`config.mk`:
```
export PLATFORM = sky130hd
export DESIGN_NAME = swire_master
export DESIGN_NICKNAME = d
export VERILOG_FILES = /design/src/inc/swire_pkg.sv /design/src/hw/swire_slot.sv /design/src/hw/swire_master.sv
export VERILOG_INCLUDE_DIRS = /design/src /design/src/inc
export SDC_FILE = /design/constraint.sdc
export NUM_CORES = 1
export LEC_CHECK = 0
export ABC_AREA = 0
export BUFFER_PORTS_ARGS = -buffer_cell sky130_fd_sc_hd__buf_2
export CORE_ASPECT_RATIO = 0.8
export CORE_MARGIN = 4
export CORE_UTILIZATION = 55
export CTS_CLUSTER_DIAMETER = 200
export DETAILED_ROUTE_END_ITERATION = 8
export PLACE_DENSITY = 0.72
export SLEW_MARGIN = 20
export SYNTH_ARGS = -nofsm -noshare
export SYNTH_HDL_FRONTEND = slang
export SYNTH_SLANG_ARGS = --single-unit
```
`constraint.sdc`:
```
create_clock -name clk -period 6.5 [get_ports clk]
set_input_delay 0.65 -clock clk [delete_from_list [all_inputs] [get_ports clk]]
set_output_delay 0.65 -clock clk [all_outputs]
set_load 0.01 [all_outputs]
```
`src/inc/swire_cfg.svh`:
```
/*
  Timing constants for the single-wire bus master, regular and fast speed.
  Assumes a 40 MHz system clock (25 ns period).
*/
`ifndef SWIRE_CFG_SVH
`define SWIRE_CFG_SVH
`define CLK_PERIOD_NS 25
// Times in ns as printed; cycle counts derived below
`define RST_LOW_REG_NS 480000
`define RST_LOW_FAST_NS 48000
`define RST_LOW_FAST_MAX_NS 80000
`define RST_HIGH_REG_NS 480000
`define RST_HIGH_FAST_NS 48000
`define PRES_SAMPLE_REG_NS 70000
`define PRES_SAMPLE_FAST_NS 8500
`define SLOT_REG_NS 65000
`define SLOT_FAST_NS 8000
`define LOW1_REG_NS 6000
`define LOW1_FAST_NS 1000
`define RDV_REG_NS 15000
`define RDV_FAST_NS 2000
`define REC_REG_NS 5000
`define REC_FAST_NS 2000
`define CYC_MIN(ns) (((ns) + `CLK_PERIOD_NS - 1) / `CLK_PERIOD_NS)
`define CYC_MAX(ns) ((ns) / `CLK_PERIOD_NS)
// Read sample placed one cycle before the end of the valid window
`define RDV_REG_CYC (`CYC_MAX(`RDV_REG_NS) - 1)
`define RDV_FAST_CYC (`CYC_MAX(`RDV_FAST_NS) - 1)
`endif

```
`src/inc/swire_pkg.sv`:
```
/*
  Types for the single-wire bus master: ROM command codes and operations.
  Assumes swire_cfg.svh holds the timing counts.
*/
`default_nettype none
package swire_pkg;
  typedef logic [7:0] rom_cmd_t;
  localparam rom_cmd_t CMD_READ_ROM = 8'h33;
  localparam rom_cmd_t CMD_MATCH = 8'h55;
  localparam rom_cmd_t CMD_SEARCH = 8'hf0;
  localparam rom_cmd_t CMD_SKIP = 8'hcc;
  localparam rom_cmd_t CMD_FAST_SKIP = 8'h3c;
  localparam rom_cmd_t CMD_FAST_MATCH = 8'h69;
  localparam rom_cmd_t CMD_RESUME = 8'ha5;
  // Operation requested by the user side
  typedef enum logic [2:0] {
    OP_RESET,
    OP_WRITE_BIT,
    OP_READ_BIT,
    OP_WRITE_BYTE,
    OP_READ_BYTE,
    OP_SEARCH_BIT
  } op_e;
endpackage : swire_pkg
`default_nettype wire

```
`src/hw/swire_slot.sv`:
```
/*
  Single time-slot engine: drives the open-drain line for one reset or bit slot.
  Assumes the line input is synchronous to clk and pulled high externally.
*/
`default_nettype none
`include "swire_cfg.svh"
module swire_slot
  import swire_pkg::*;
(
  input wire logic clk,
  input wire logic rst_b,
  input wire logic ce,
  input wire logic fast,
  input wire logic start,
  input wire logic isReset,
  input wire logic txBit,
  input wire logic lineIn,
  output logic lineOe,
  output logic busy,
  output logic done,
  output logic rxBit
);
  localparam int CW = 16;
  localparam logic [CW-1:0] RL_R = CW'(`CYC_MIN(`RST_LOW_REG_NS));
  localparam logic [CW-1:0] RL_F = CW'(`CYC_MIN(`RST_LOW_FAST_NS));
  localparam logic [CW-1:0] RH_R = CW'(`CYC_MIN(`RST_HIGH_REG_NS));
  localparam logic [CW-1:0] RH_F = CW'(`CYC_MIN(`RST_HIGH_FAST_NS));
  localparam logic [CW-1:0] PS_R = CW'(`CYC_MIN(`PRES_SAMPLE_REG_NS));
  localparam logic [CW-1:0] PS_F = CW'(`CYC_MIN(`PRES_SAMPLE_FAST_NS));
  localparam logic [CW-1:0] SL_R = CW'(`CYC_MIN(`SLOT_REG_NS));
  localparam logic [CW-1:0] SL_F = CW'(`CYC_MIN(`SLOT_FAST_NS));
  localparam logic [CW-1:0] L1_R = CW'(`CYC_MIN(`LOW1_REG_NS));
  localparam logic [CW-1:0] L1_F = CW'(`CYC_MIN(`LOW1_FAST_NS));
  localparam logic [CW-1:0] RV_R = CW'(`RDV_REG_CYC);
  localparam logic [CW-1:0] RV_F = CW'(`RDV_FAST_CYC);
  localparam logic [CW-1:0] RC_R = CW'(`CYC_MIN(`REC_REG_NS));
  localparam logic [CW-1:0] RC_F = CW'(`CYC_MIN(`REC_FAST_NS));

  logic [CW-1:0] cnt_r;
  logic active_r;
  logic rst_r;
  logic bit_r;
  logic rx_r;
  logic done_r;

  // Speed-selected limits
  wire [CW-1:0] lowEnd = rst_r ? (fast ? RL_F : RL_R) : (bit_r ? (fast ? L1_F : L1_R) : (fast ? SL_F : SL_R));
  wire [CW-1:0] sampAt = rst_r ? CW'(lowEnd + (fast ? PS_F : PS_R)) : (fast ? RV_F : RV_R);
  wire [CW-1:0] endAt = rst_r ? CW'(lowEnd + (fast ? RH_F : RH_R)) : (fast ? CW'(SL_F + RC_F) : CW'(SL_R + RC_R));
  wire sampleNow = active_r && (cnt_r == sampAt);
  wire finishNow = active_r && (cnt_r == endAt);

  // Master pulls the line low to open every slot and reset
  assign lineOe = active_r && (cnt_r < lowEnd);
  assign busy = active_r;
  assign done = done_r;
  assign rxBit = rx_r;

  always_ff @(posedge clk or negedge rst_b) begin
    if (!rst_b) begin
      cnt_r <= '0;
      active_r <= 1'b0;
      rst_r <= 1'b0;
      bit_r <= 1'b0;
      rx_r <= 1'b0;
      done_r <= 1'b0;
    end else if (ce) begin
      done_r <= finishNow;
      if (start && !active_r) begin
        active_r <= 1'b1;
        rst_r <= isReset;
        bit_r <= txBit;
        cnt_r <= '0;
      end else if (active_r) begin
        cnt_r <= CW'(cnt_r + 1'b1);
        if (sampleNow) begin
          // Reset: line low means presence; bit: level is the read bit
          rx_r <= rst_r ? !lineIn : lineIn;
        end
        if (finishNow) begin
          active_r <= 1'b0;
        end
      end
    end
  end
endmodule : swire_slot
`default_nettype wire

```
`src/hw/swire_master.sv`:
```
/*
  Single-wire bus master: reset/presence, bit and byte transfers, search
  triplets, speed tracking and registration CRC checking.
  Assumes one open-drain line with external pull-up; lineIn synchronous to clk.
*/
// Overview of operation
// - Fast address-match: send 69h, then 64-bit number at fast speed; match selects fast.
// - Master starts all signaling except the device's presence pulse.
// - Master opens each transaction with a reset low of minimum length, then listens.
// - Each slot starts with master driving low; device syncs to falling edge.
// - Master samples read data late within the read-valid window.
// - CRC sent true form over the first 56 bits; master checks it over all 64 bits.
// - Address-match with 64-bit number selects only the exact device.
// - Search: per bit read, read complement, master writes; mismatch drops out.
`default_nettype none
`include "swire_cfg.svh"
module swire_master
  import swire_pkg::*;
#(
  parameter int BYTE_BITS = 8
) (
  input wire logic clk,
  input wire logic rst_b,
  input wire logic ce,
  input wire logic lineIn,
  output logic lineOut,
  output logic lineOe,
  input wire logic reqValid,
  output logic reqReady,
  input wire op_e reqOp,
  input wire logic [7:0] reqData,
  input wire logic fastReq,
  output logic rspValid,
  output logic [7:0] rspData,
  output logic presence,
  output logic fastMode,
  output logic crcOk
);
  if (BYTE_BITS != 8) begin : g_chk
    $error("swire_master supports only 8-bit bytes");
  end

  typedef enum {
    S_IDLE,
    S_SLOT,
    S_NEXT,
    S_DONE
  } state_e;

  state_e st_r, st_nxt;
  op_e op_r;
  logic [7:0] sh_r;
  logic [2:0] bitIdx_r;
  logic [1:0] phase_r;
  logic [1:0] tri_r;
  logic fast_r;
  logic slotFast;
  logic [7:0] crc_r;
  logic [7:0] rsp_r;
  logic rspv_r;
  logic pres_r;
  logic slotStart;
  logic slotBit;
  logic slotIsRst;
  logic slotBusy;
  logic slotDone;
  logic slotRx;
  logic slotOe;

  // CRC step for polynomial X^8 + X^5 + X^4 + 1, LSB first
  function automatic logic [7:0] crc8Step(input logic [7:0] c, input logic b);
    logic fb;
    fb = c[0] ^ b;
    crc8Step = {fb, c[7:1]} ^ (fb ? 8'h0c : 8'h00);
  endfunction

  wire isByteOp = (op_r == OP_WRITE_BYTE) || (op_r == OP_READ_BYTE);
  wire isWrOp = (op_r == OP_WRITE_BIT) || (op_r == OP_WRITE_BYTE);
  wire lastBit = !isByteOp || (bitIdx_r == 3'h7);
  // Search triplet: read, read complement, then write chosen direction
  wire searchWrite = (op_r == OP_SEARCH_BIT) && (phase_r == 2'h2);
  wire searchDir = (tri_r == 2'b01) ? 1'b1 : ((tri_r == 2'b10) ? 1'b0 : sh_r[0]);
  // Reads release the line after the minimum low time, as a write-one does
  wire txNow = searchWrite ? searchDir : (isWrOp ? sh_r[0] : 1'b1);
  wire searchLast = (op_r != OP_SEARCH_BIT) || (phase_r == 2'h2);
  wire rxUsed = !isWrOp && !searchWrite && (op_r != OP_RESET);
  // A reset meant to drop fast speed must itself be regular length
  assign slotFast = fast_r && (fastReq || (op_r != OP_RESET));

  assign slotStart = (st_r == S_SLOT) && !slotBusy;
  assign slotBit = txNow;
  assign slotIsRst = (op_r == OP_RESET);
  // Open drain: only ever pulls low; the device's own presence pulse is only listened for
  assign lineOut = 1'b0;
  assign lineOe = slotOe;
  assign reqReady = (st_r == S_IDLE);
  assign rspValid = rspv_r;
  assign rspData = rsp_r;
  assign presence = pres_r;
  assign fastMode = fast_r;
  // Residue zero after all 64 bits means the true-form CRC matched
  assign crcOk = (crc_r == 8'h00);

  swire_slot u_slot (
    .clk(clk),
    .rst_b(rst_b),
    .ce(ce),
    .fast(slotFast),
    .start(slotStart),
    .isReset(slotIsRst),
    .txBit(slotBit),
    .lineIn(lineIn),
    .lineOe(slotOe),
    .busy(slotBusy),
    .done(slotDone),
    .rxBit(slotRx)
  );

  always_comb begin
    st_nxt = st_r;
    case (st_r)
      S_IDLE: if (reqValid) st_nxt = S_SLOT;
      S_SLOT: if (slotBusy) st_nxt = S_NEXT;
      S_NEXT: if (slotDone) st_nxt = (lastBit && searchLast) ? S_DONE : S_SLOT;
      S_DONE: st_nxt = S_IDLE;
      default: st_nxt = S_IDLE;
    endcase
  end

  always_ff @(posedge clk or negedge rst_b) begin
    if (!rst_b) begin
      st_r <= S_IDLE;
      op_r <= OP_RESET;
      sh_r <= 8'h00;
      bitIdx_r <= 3'h0;
      phase_r <= 2'h0;
      tri_r <= 2'h0;
      fast_r <= 1'b0;
      crc_r <= 8'h00;
      rsp_r <= 8'h00;
      rspv_r <= 1'b0;
      pres_r <= 1'b0;
    end else if (ce) begin
      st_r <= st_nxt;
      rspv_r <= (st_r == S_DONE);
      if (st_r == S_IDLE && reqValid) begin
        op_r <= reqOp;
        sh_r <= reqData;
        bitIdx_r <= 3'h0;
        phase_r <= 2'h0;
        tri_r <= 2'h0;
        if (reqOp == OP_RESET) begin
          crc_r <= 8'h00;
        end
      end
      if (st_r == S_NEXT && slotDone) begin
        case (op_r)
          OP_RESET: begin
            pres_r <= slotRx;
          end
          OP_SEARCH_BIT: begin
            phase_r <= phase_r + 2'h1;
            if (phase_r != 2'h2) begin
              tri_r <= {slotRx, tri_r[1]};
            end else begin
              rsp_r <= {5'h00, searchDir, tri_r};
              crc_r <= crc8Step(crc_r, searchDir);
            end
          end
          default: begin
            bitIdx_r <= bitIdx_r + 3'h1;
            sh_r <= {slotRx, sh_r[7:1]};
            if (rxUsed) begin
              crc_r <= crc8Step(crc_r, slotRx);
            end
            if (lastBit) begin
              rsp_r <= isByteOp ? {slotRx, sh_r[7:1]} : {7'h00, slotRx};
            end
          end
        endcase
      end
      // Speed switches after the command byte, before the number is sent
      if (st_r == S_DONE && op_r == OP_WRITE_BYTE) begin
        if (sh_r == CMD_FAST_SKIP || sh_r == CMD_FAST_MATCH) begin
          fast_r <= 1'b1;
        end
      end
      if (st_r == S_DONE && op_r == OP_RESET) begin
        // Fast resets stay under the short limit so speed is kept
        fast_r <= fast_r && fastReq;
      end
    end
  end
endmodule : swire_master
`default_nettype wire

```
# Word-level counts from Yosys, hierarchy flattened
# Index checks and enable logic that the tools add are counted.
dict set report word_totals {
  ff_bits 90
  latch_bits 0
  mem_bits_rw 0
  romBits 0
  out_inout_bits 15
  elab_cells 150
  mem_count 0
}
dict set report classes {
  add_sub_neg 5
  n_mul 0
  n_div 0
  order_cmp 1
  eq_ne 23
  n_shift 0
  muxes 53
  bitwise_logic 6
  n_reduce_logical 45
}
# operator count
set op_table {}
lappend op_table {{16-bit two-way mux} 6}
lappend op_table {{32-bit two-way mux} 3}
lappend op_table {{8-bit two-way mux} 12}
lappend op_table {{32-bit one-hot mux with 3 select lines} 1}
lappend op_table {{32-bit by 2-bit == test with 1-bit output (second input constant)} 2}
lappend op_table {{32-bit by 3-bit == test with 1-bit output (second input constant)} 2}
lappend op_table {{32-bit zero test} 2}
lappend op_table {{12-bit two-way mux} 3}
lappend op_table {{16-bit adder} 2}
lappend op_table {{16-bit == test} 2}
lappend op_table {{32-bit by 1-bit == test with 1-bit output (second input constant)} 1}
lappend op_table {{8-bit one-hot mux with 2 select lines} 2}
lappend op_table {{16-bit by 1-bit adder with 16-bit output (second input constant)} 1}
lappend op_table {{16-bit less-than comparator} 1}
lappend op_table {{2-bit two-way mux} 8}
lappend op_table {{8-bit by 4-bit XOR with 8-bit output} 2}
lappend op_table {{1-bit logical AND} 15}
lappend op_table {{15-bit two-way mux} 1}
lappend op_table {{1-bit two-way mux} 11}
lappend op_table {{10-bit two-way mux} 1}
lappend op_table {{3-bit == test (second input constant)} 3}
lappend op_table {{3-bit two-way mux} 3}
lappend op_table {{8-bit by 6-bit == test with 1-bit output (second input constant)} 1}
lappend op_table {{8-bit by 7-bit == test with 1-bit output (second input constant)} 1}
lappend op_table {{other kinds (23)} 47}

# Depth between registers and ports, before layout
# Gate-level depths: netlist (run 1).
dict set report logic_depth {
  word_depth 13
  depth_mapped 14
}

# Hierarchy
# A second synthesis (run 1) with hierarchy kept.
dict set report unflattened {
  cells_unflattened 412
  area_unflattened_um2 3801.1
}
# module instances cells_per_inst area_per_inst_um2 seq_area_each_um2
set modules_own_cells {}
lappend modules_own_cells {swire_master 1 223 2124.5 975.9}
lappend modules_own_cells {swire_slot 1 189 1676.6 525.5}

# Least setup slack after synthesis (run 1)
# Ideal clock, no wire load.
dict set report synth_path {
  path_type {register -> register}
  from {reg op_r[0]}
  to {reg u_slot.rx_r, in the netlist u_slot.rxBit}
  setup_time_ps 128
  arrival_time_ps 3839
  slack_ps 2534
  stages_incl_launch_ff 15
  n_path_buf 1
  cell_sequence {dfrtp_1 > clkbuf_1 > or3_1 > o21ai_2 > inv_1 > ha_1 > or2_2 > inv_1 > ha_1 > a211o_1 > a31oi_2 > nor3_1 > or4_4 > a221oi_2 > mux2_1}
}
dict set report synth_between {
  elab_chain_len 11
  elab_cells_between_ends 15
  cone_classes {add/sub: 1; eq/ne: 1; mux: 8; reduce/logical: 5}
}
# element line_no
set synth_lines {}
lappend synth_lines {{start, declared} swire_master.sv:51} ;# op_e op_r;
lappend synth_lines {{start signal, assigned} swire_master.sv:147} ;# op_r <= reqOp;
lappend synth_lines {{3-bit nonzero test *} swire_master.sv:88} ;# assign slotFast = fast_r && (fastReq || (op_r != OP_RESET));
lappend synth_lines {{1-bit logical OR *} swire_master.sv:88}
lappend synth_lines {{1-bit logical AND *} swire_master.sv:88}
lappend synth_lines {{12-bit two-way mux / 8-bit two-way mux (equally long branches)} swire_slot.sv:47} ;# wire [CW-1:0] lowEnd = rst_r ? (fast ? RL_F : RL_R) : (bit_r ? (fast ? L1_F : L1_R) : (fast ? SL_F : SL_R));
lappend synth_lines {{16-bit two-way mux (2 in series)} swire_slot.sv:47}
lappend synth_lines {{16-bit adder} swire_slot.sv:48} ;# wire [CW-1:0] sampAt = rst_r ? CW'(lowEnd + (fast ? PS_F : PS_R)) : (fast ? RV_F : RV_R);
lappend synth_lines {{16-bit two-way mux *} swire_slot.sv:48}
lappend synth_lines {{16-bit == test *} swire_slot.sv:50} ;# wire sampleNow = active_r && (cnt_r == sampAt);
lappend synth_lines {{1-bit logical AND *} swire_slot.sv:50}
lappend synth_lines {{4-bit AND reduction (no line) *} n/a}
lappend synth_lines {{end signal, assigned} swire_slot.sv:78} ;# rx_r <= rst_r ? !lineIn : lineIn;
lappend synth_lines {{end, declared} swire_slot.sv:43} ;# logic rx_r;
# Every way passes the cells marked *; elsewhere a longest branch is shown, timed or not.
# A chain may end at the register's enable or synchronous reset.

# Final worst setup path (run 1)
dict set report layout_path {
  from {reg op_r[1]}
  to {reg u_slot.rx_r, in the netlist u_slot.rxBit}
}
# Same word-level chain as after synthesis.

==> results of run 1 <==
[flip-flops by register name, summed over array words and instances, names as in the netlist]
name and count:
sh_r 8, op_r 3, tri_r 2, u_slot.busy 1
u_slot.bit_r 1, fastMode 1, phase_r 2, u_slot.rxBit 1
u_slot.done 1, u_slot.cnt_r 16, presence 1, rspValid 1
bitIdx_r 3, crc_r 8, rspData 8, u_slot.rst_r 1
st_r 2
[path summary, 6_finish.rpt]
kind                       slack, ns  startpoint  cells after the start          endpoint
setup / recovery                2.12     op_r[1]                     13      u_slot.rxBit
hold / removal                  0.46       rst_b                      2          crc_r[0]
min in group clk                0.47  rspData[0]                      1        rspData[0]
setup reg to reg                2.12     op_r[1]                     13      u_slot.rxBit
max in group asynchronous       5.53       rst_b                      2  u_slot.cnt_r[10]
hold reg to reg                 0.47  rspData[0]                      1        rspData[0]
[per-layer routing]
layer  GRT usage  share of wire  vias up
met4     0.05976         0.0080        0
li1            -              -     1595
met3     0.05961          0.072       11
met1      0.3420           0.50     1572
met2      0.3433           0.42       80
met5           0              0        -
[kinds of logic after synthesis]
family,Yosys count,synth area share
adders and majority gates,29,0.09406
muxes,10,0.02776
buffers and inverters,44,0.04507
AOI/OAI and AO/OA,89,0.1555
DFF,60,0.3919
other,1,0.0009788
xor gates and xnor gates,23,0.05258
and+or+nand+nor,182,0.2322
[power by group through the flow]
stage	clock (mW)	combinational, mW	sequential [mW]
after floorplan	0	0.465	0.495
after CTS	0.387	0.532	0.563
after global routing	0.405	0.601	0.582
final	0.380	0.536	0.569
after global placement	0	0.509	0.565
after detailed placement	0	0.527	0.570
[layout by cell type (no fill, tap or decap), types with 4 or more instances in the layout]
cell type and instances:
o22ai_1 10, mux2i_1 5, o21ai_0 28, nor3_1 10, buf_2 30, nand4b_1 4, and3_1 4, a21oi_1 12
xor2_1 12, nand2b_1 7, inv_1 21, nand4_1 4, o32ai_1 4, or4_1 4, a211oi_1 4, ha_1 28
dfrtp_1 60, nor2_1 53, or3_1 6, nand3_1 18, nor4_1 4, clkbuf_8 9, a22o_1 6, nor2b_1 7
xnor2_1 11, mux2_2 4, nand2_1 48
[metrics by stage]
| stage | setup slack (ns) | hold slack, ns | util |
|---|---|---|---|
| after global routing | 1.854 | 0.4981 | 0.6449 |
| after global placement | 2.327 | 0.4571 | 0.6110 |
| after floorplan | 2.534 | 0.3544 | - |
| after detailed placement | 2.185 | 0.4615 | 0.6110 |
| after CTS | 2.153 | 0.4787 | 0.6449 |
| final | 2.119 | 0.4581 | 0.6449 |
[layout make-up]
type,count,area (um2)
fill,584,2333
multi-input combinational,334,2157
sequential,60,1501
timing repair buffer,33,172.7
clock buffer,9,123.9
tap,84,105.1
clock inverter,7,98.84
inverter,21,78.83
==> metrics.yaml, run 1 <==
route:
  wl_per_cell_um: 16.51
  drc: 0
  num_vias: 3258
  antenna_left: 0
  viasPerCell: 5.945
  drt-total-wl_mm: 9.045
  drt_iter0_drc: 218
  drtPass1Iterations: 4
status:
  status: "finished clean"
power:
  p_leak_nw: 1.937
  p_seq_frac: 0.383
  total_power_mw: 1.485
  power_frac_comb: 0.361
  swShare: 0.3987
  p_int_mw: 0.8930
  ir_drop_v: 0.0001861
  power_switching_mw: 0.5922
  p_per_area_nw_per_um2: 350.5
  clock_power_share: 0.256
timing:
  fmax_ghz: 0.2282
  finClkSkew_ns: 0.01001
  slew_headroom: 0.4917
  finalCritPeriodShare: 0.6741
  period_needed_ns: 4.381
  hold_viol: 0
  slew_viol_final: 0
  setup_tns_ns: 0
  rsz0062_at_grt: "no"
  setup_violations: 0
  worstMarginPinSlew_ns: 0.7566
floorplan:
  start_util: 0.5830
  core_um2: 6571
  die_h_um: 82.65
  num_rows: 26
  die_area_um2: 8373
  die_w_um: 101.3
  num_io_pins: 32
logic_synthesis:
  avgSynthCellArea_um2: 8.747
  yosysMostFrequentCell: "dfrtp_1"
  synth_seq_cells: 60
  synth_area_um2: 3831
  synth_nets: 483
  ys_seq_area_frac: 0.3919
  async_reset_ff_frac: 1.000
  yosysTopAreaCell: "dfrtp_1"
  yosysWarnings: 0
  synth.top_cell.area_share: 0.3919
  synth_commonest_cells: "dfrtp_1 (60), nor2_1 (53), nand2_1 (48)"
  syn_inst: 438
  synthFlopType: "dfrtp_1"
  synth.distinct_cells: 56
  synth_edf_count: 0
  synthTopCellsByArea: "dfrtp_1 (39%), ha_1 (9.1%), nor2_1 (5.2%)"
placement:
  placed_cells: 532
  dpl.hpwl_mm: 6.489
  numPortBuffers: 30
  gp_congestion: 0.8672
  place_area_um2: 4015
clocking:
  cts_made_buffers: 9
  h-tree-depth: 3
  postCtsHoldBufs: 0
  cts.sinks: 60
  cts-resized-gates: 0
  cts_tree: "built"
  cts.reportedPaths.clkPinSlew_ns: 0.07
  post_cts_buffers: 0
  clockRootBuffer: "clkbuf_8"
  clock_latency_ns: 0.34
  clock_path_buffers: 2
worst_setup_path:
  critical_path_class: "reg -> reg"
  cp_max_fo: 12
  critPathBufInv: 2
  path_cells: "or3_1 -> o21ai_2 -> inv_1 -> ha_1 -> or2_2 -> inv_1 -> ha_1 -> a211o_1 -> a31oi_2 -> nor3_1 -> or4_4 -> a221oi_2 -> mux2_1"
  worst_setup_path_end_kind: "flip-flop"
  critPathTopFamily: "simple AND/OR/NAND/NOR gates"
  start_kind: "flip-flop"
  crit_required_ns: 6.71
  max_stage_delay_ns: 0.51
  crit_slowest_cell: "or4_4"
  cp_data_arrival_time_ns: 4.60
global_routing:
  grt_overflow: 0
  track_usage: 0.2334
  grt_max_degree: 61
  antenna_found_initial: 0
  grt_pass1_wl_mm: 15.19
  grt_pass1_vias: 3042
job:
  maxCapViolations: 0
cells_and_area:
  antenna_cells: 0
  final_cell_area_um2: 4238
  layout.cells.non_filler: 548
  fin_nets: 504
  drive_gt1_frac: 0.1315
  syn_to_final_growth_pct: 10.61
hold_path:
  min-delay-path-class: "in -> async"
Power figures use the tool's default switching activity.
==> run 2, diff against run 1 <==
==> constraint.sdc (replaced) <==
create_clock -name clk -period 4.4 [get_ports clk]
set_input_delay 0.44 -clock clk [delete_from_list [all_inputs] [get_ports clk]]
set_output_delay 0.44 -clock clk [all_outputs]
set_load 0.01 [all_outputs]
==> run 2 against run 1 <==
Compared with the run above:
- die area stayed put
- non-clock buffer count did not move
- via count fell by 1.1%
- clock-buffer cell count rose by 2
- total power increased by 38%
- sequential power grew 47%
- worst hold slack worse by 0.34 ns
- clock skew shrank 0.0038 ns
- critical endpoint unchanged
==> metrics.yaml, run 2 (same netlist as run 1, synthesis figures left out) <==
status:
  status: "finished clean"
global_routing:
  gr-usage-met2: 0.3355
  grt_pass1_vias: 2886
  grt_busiest_layer: "met1"
  grt_overflow: 0
  grt_max_degree: 33
  met3_usage: 0.05374
  track_usage: 0.2289
  grt_pass1_wl_mm: 14.76
  antenna_found_initial: 0
  met1_usage: 0.3435
cells_and_area:
  syn_to_final_growth_pct: 9.242
  layout_commonest_cell: "dfrtp_1"
  final_cell_mix: "dfrtp_1 (60), nor2_1 (52), nand2_1 (48), buf_2 (30)"
  fin_nets: 504
  final_cell_area_um2: 4185
  antenna_cells: 0
  largest_reg_flops: 16
  drive_gt1_frac: 0.1296
  largest_register: "u_slot.cnt_r"
worst_setup_path:
  start_kind: "flip-flop"
  crit_required_ns: 4.62
  critPathTopFamily: "simple AND/OR/NAND/NOR gates"
  path_cells: "or3_1 -> o21ai_2 -> inv_1 -> ha_1 -> or2_2 -> inv_1 -> ha_1 -> a211o_1 -> a31oi_2 -> nor3_1 -> or4_4 -> a221oi_2 -> mux2_1"
  cp_max_fo: 12
  crit_slowest_cell: "or4_4"
  worst_setup_path_end_kind: "flip-flop"
  cp_data_arrival_time_ns: 4.13
  critical_path_class: "reg -> reg"
  critPathBufInv: 2
  max_stage_delay_ns: 0.51
timing:
  finalCritPeriodShare: 0.8893
  worstMarginPinSlew_ns: 0.7679
  finalWorstSetupSlack_ns: 0.4870
  setup_violations: 0
  period_needed_ns: 3.913
  hold_viol: 0
  slew_headroom: 0.4881
  setup_tns_ns: 0
  slew_viol_final: 0
  finClkSkew_ns: 0.006218
  hold_slack_ns: 0.1215
  rsz0062_at_grt: "no"
  fmax_ghz: 0.2556
route:
  drt-total-wl_mm: 8.873
  antenna_left: 0
  drt_iter0_drc: 305
  viasPerCell: 5.892
  num_vias: 3223
  wl_per_cell_um: 16.22
  drc: 0
  drtPass1Iterations: 5
floorplan:
  core_um2: 6571
  start_util: 0.5830
  die_w_um: 101.3
  num_rows: 26
  num_io_pins: 32
  die_h_um: 82.65
  die_area_um2: 8373
power:
  total_power_mw: 2.052
  p_per_area_nw_per_um2: 490.3
  p_leak_nw: 1.911
  ir_drop_v: 0.0002863
clocking:
  cts_made_buffers: 9
  cts.reportedPaths.clkPinSlew_ns: 0.07
  post_cts_buffers: 0
  cts_tree: "built"
  clockRootBuffer: "clkbuf_8"
  clock_latency_ns: 0.34
  clock_path_buffers: 2
  cts.sinks: 60
  h-tree-depth: 3
  postCtsHoldBufs: 0
  cts-resized-gates: 0
placement:
  numPortBuffers: 30
  dp_slack_ns: 0.5049
  place_area_um2: 4015
  gp_congestion: 0.8965
  dpl.hpwl_mm: 6.532
hold_path:
  min-delay-path-class: "in -> async"
job:
  maxCapViolations: 0
run 2: cell types whose count changed in the layout (fill, tap and decap cells not counted):
cell / before / now
bufinv_16: 2 / 0
clkbuf_1: 0 / 1
clkbuf_8: 9 / 10
clkinv_2: 1 / 2
clkinv_4: 2 / 1
inv_6: 1 / 0
nor2_1: 53 / 52
nor2_2: 0 / 1
run 2: worst paths after layout:
| kind | slack, ns | startpoint | depth (start not counted) | to |
|---|---|---|---|---|
| setup / recovery | 0.49 | op_r[1] | 13 | u_slot.rxBit |
| hold / removal | 0.12 | rst_b | 1 | crc_r[0] |
| setup reg to reg | 0.49 | op_r[1] | 13 | u_slot.rxBit |
| hold reg to reg | 0.48 | rspData[5] | 2 | rspData[5] |
| max in group asynchronous | 3.41 | rst_b | 2 | u_slot.cnt_r[15] |
| min in group clk | 0.36 | reqOp[1] | 2 | op_r[1] |
run 2: power by group:
part	switching, mW	total, mW	internal, mW
Clock	0.217	0.432	0.215
Combinational	0.431	0.782	0.352
Sequential	0.192	0.837	0.645
Total	0.839	2.05	1.21
run 2: cell type report:
class                      count  area, um2
inverter                      21      78.83
multi-input combinational    334       2160
timing repair buffer          33      172.7
sequential                    60       1501
clock inverter                 4      26.28
tap                           84      105.1
fill                         594       2386
clock buffer                  11      141.4
run 2: worst register-to-register path, stage by stage (launching register included):
cell	delay [ns]
dfrtp_1	0.50
or3_1	0.48
o21ai_2	0.15
inv_1	0.14
ha_1	0.20
or2_2	0.30
inv_1	0.09
ha_1	0.27
a211o_1	0.32
a31oi_2	0.18
nor3_1	0.08
or4_4	0.51
a221oi_2	0.25
mux2_1	0.34
run 2: per-stage QoR:
step / instances / utilization
6_report: 547 / 0.6369
3_3_place_gp: 532 / 0.6110
4_1_cts: 547 / 0.6365
2_1_floorplan: 438 / -
5_1_grt: 547 / 0.6369
3_5_place_dp: 532 / 0.6110
run 2: per-layer routing:
metal | wire, um | vias to the layer above
met5 | 0 | -
met4 | 71 | 0
met3 | 453 | 13
met2 | 3794 | 87
met1 | 4553 | 1525
li1 | - | 1598
==> run 3, diff against run 2 <==
--- a/config.mk
+++ b/config.mk
@@ -6,7 +6,6 @@
 export SDC_FILE = /design/constraint.sdc
 export NUM_CORES = 1
 export LEC_CHECK = 0
-export ABC_AREA = 0
 export BUFFER_PORTS_ARGS = -buffer_cell sky130_fd_sc_hd__buf_2
 export CORE_ASPECT_RATIO = 0.8
 export CORE_MARGIN = 4
==> constraint.sdc (replaced) <==
create_clock -name clk -period 4.04 [get_ports clk]
set_input_delay 0.404 -clock clk [delete_from_list [all_inputs] [get_ports clk]]
set_output_delay 0.404 -clock clk [all_outputs]
set_load 0.01 [all_outputs]
==> run 3 against run 2 <==
Compared with the run above:
- combinational power rose by 21%
- flip-flop and latch count did not move
- highest routed layer unchanged
- clock-buffer cell count did not move
- core utilization rose by 1.3 points
- sequential power rose by 3.2%
- clock power rose by 39%
- non-clock buffer count rose by 5
- final area rose by 2.0%
- critical path type unchanged
- critical path depth did not move
- first-iteration DRC count fell by 46%
- clock skew rose by 0.0013 ns
- sequential share of layout area fell by 0.71 points
==> metrics.yaml, run 3 (same netlist as run 1, synthesis figures left out) <==
power:
  swShare: 0.3853
  power_frac_comb: 0.393
  ir_drop_v: 0.0002939
  total_power_mw: 2.410
  p_leak_nw: 1.960
  p_int_mw: 1.481
  p_per_area_nw_per_um2: 564.3
  clock_power_share: 0.249
  p_seq_frac: 0.359
  power_switching_mw: 0.9285
cells_and_area:
  antenna_cells: 0
  n_fill_cell: 579
  largest_reg_flops: 16
  fin_nets: 509
  multi_input_area_um2: 2160
  drive_gt1_frac: 0.1389
  layout.cells.non_filler: 552
  final_cell_area_um2: 4270
  regArea_um2: 1501
  largest_register: "u_slot.cnt_r"
  layout_commonest_cell: "dfrtp_1"
  final_cell_mix: "dfrtp_1 (60), nor2_1 (52), nand2_1 (48), buf_2 (30)"
  syn_to_final_growth_pct: 11.46
placement:
  gp_congestion: 0.8795
  dp_slack_ns: 0.2911
  placed_cells: 537
  dpl.hpwl_mm: 6.542
  place_area_um2: 4055
  numPortBuffers: 30
clocking:
  cts.reportedPaths.clkPinSlew_ns: 0.07
  post_cts_buffers: 0
  cts.sinks: 60
  clockRootBuffer: "clkbuf_8"
  clock_path_buffers: 2
  clock_latency_ns: 0.34
  postCtsHoldBufs: 0
  cts_tree: "built"
  cts_made_buffers: 9
  cts-resized-gates: 0
  h-tree-depth: 3
timing:
  slew_headroom: 0.5092
  finalWorstSetupSlack_ns: 0.2442
  hold_viol: 0
  slew_viol_final: 0
  period_needed_ns: 3.796
  fmax_ghz: 0.2634
  finClkSkew_ns: 0.007544
  setup_tns_ns: 0
  rsz0062_at_grt: "no"
  worstMarginPinSlew_ns: 0.7354
  finalCritPeriodShare: 0.9396
  setup_violations: 0
floorplan:
  num_io_pins: 32
  die_h_um: 82.65
  die_area_um2: 8373
  start_util: 0.5830
  die_w_um: 101.3
  core_um2: 6571
  num_rows: 26
route:
  viasPerCell: 5.861
  num_vias: 3235
  wl_per_cell_um: 16.30
  drc: 0
  drt-total-wl_mm: 9.000
  drtPass1Iterations: 4
  antenna_left: 0
  drt_iter0_drc: 164
job:
  maxCapViolations: 0
worst_setup_path:
  crit_required_ns: 4.26
  rr_endpoint: "u_slot.rxBit"
  critical_path_class: "reg -> reg"
  crit_slowest_cell: "or4_4"
  reg2reg_setup_slack_ns: 0.24
  worst_r2r_path_depth: 13
  worst_setup_path_end_kind: "flip-flop"
  max_stage_delay_ns: 0.51
  rr_startpoint: "op_r[1]"
  critPathBufInv: 2
  cp_max_fo: 7
  path_cells: "or3_1 -> o21ai_2 -> inv_1 -> ha_1 -> or2_2 -> inv_1 -> ha_1 -> a211o_1 -> a31oi_2 -> nor3_1 -> or4_4 -> a221oi_2 -> mux2_1"
  start_kind: "flip-flop"
  critPathTopFamily: "simple AND/OR/NAND/NOR gates"
  crit_cells: 13
  cp_data_arrival_time_ns: 4.02
global_routing:
  antenna_found_initial: 0
  grt_max_degree: 32
  grt_pass1_wl_mm: 15.45
  grt_overflow: 0
  grt_pass1_vias: 3121
  track_usage: 0.2365
hold_path:
  min-delay-path-class: "in -> async"
status:
  status: "finished clean"
-- run 3: how the worst max path moves through the flow --
stage,start,end,slack [ns]
global placement,op_r[1],u_slot.rxBit,0.38
CTS,op_r[1],u_slot.rxBit,0.25
detailed placement,op_r[1],u_slot.rxBit,0.29
floorplan,op_r[0],u_slot.rxBit,0.07
global route,op_r[1],u_slot.rxBit,0.08
finish,op_r[1],u_slot.rxBit,0.24
-- run 3: through the flow --
stage | utilization | hold WS, ns
final | 0.6498 | 0.09557
after global routing | 0.6498 | 0.1252
after CTS | 0.6498 | 0.1099
after detailed placement | 0.6171 | 0.4615
after global placement | 0.6167 | 0.4568
after floorplan | - | 0.1084
-- run 3: cell type report --
type	instances	share of cell area
clock buffer	11	0.03311
clock inverter	4	0.01729
inverter	21	0.01846
multi-input combinational	334	0.5057
sequential	60	0.3516
tap	84	0.02461
timing repair buffer	38	0.04922
-- run 3: metal layers --
layer,global-route usage,up-vias,wire length (um)
li1,-,1597,-
met2,0.3362,91,3810
met3,0.05290,8,520
met4,0.06507,0,87
met1,0.3586,1539,4582
met5,0,-,0
-- run 3: power groups by stage --
stage,clock (mW),combinational (mW),sequential (mW)
3_3_place_gp,0,0.906,0.863
2_1_floorplan,0,0.748,0.797
3_5_place_dp,0,0.934,0.868
5_1_grt,0.638,1.07,0.884
4_1_cts,0.609,0.942,0.857
6_report,0.599,0.946,0.864
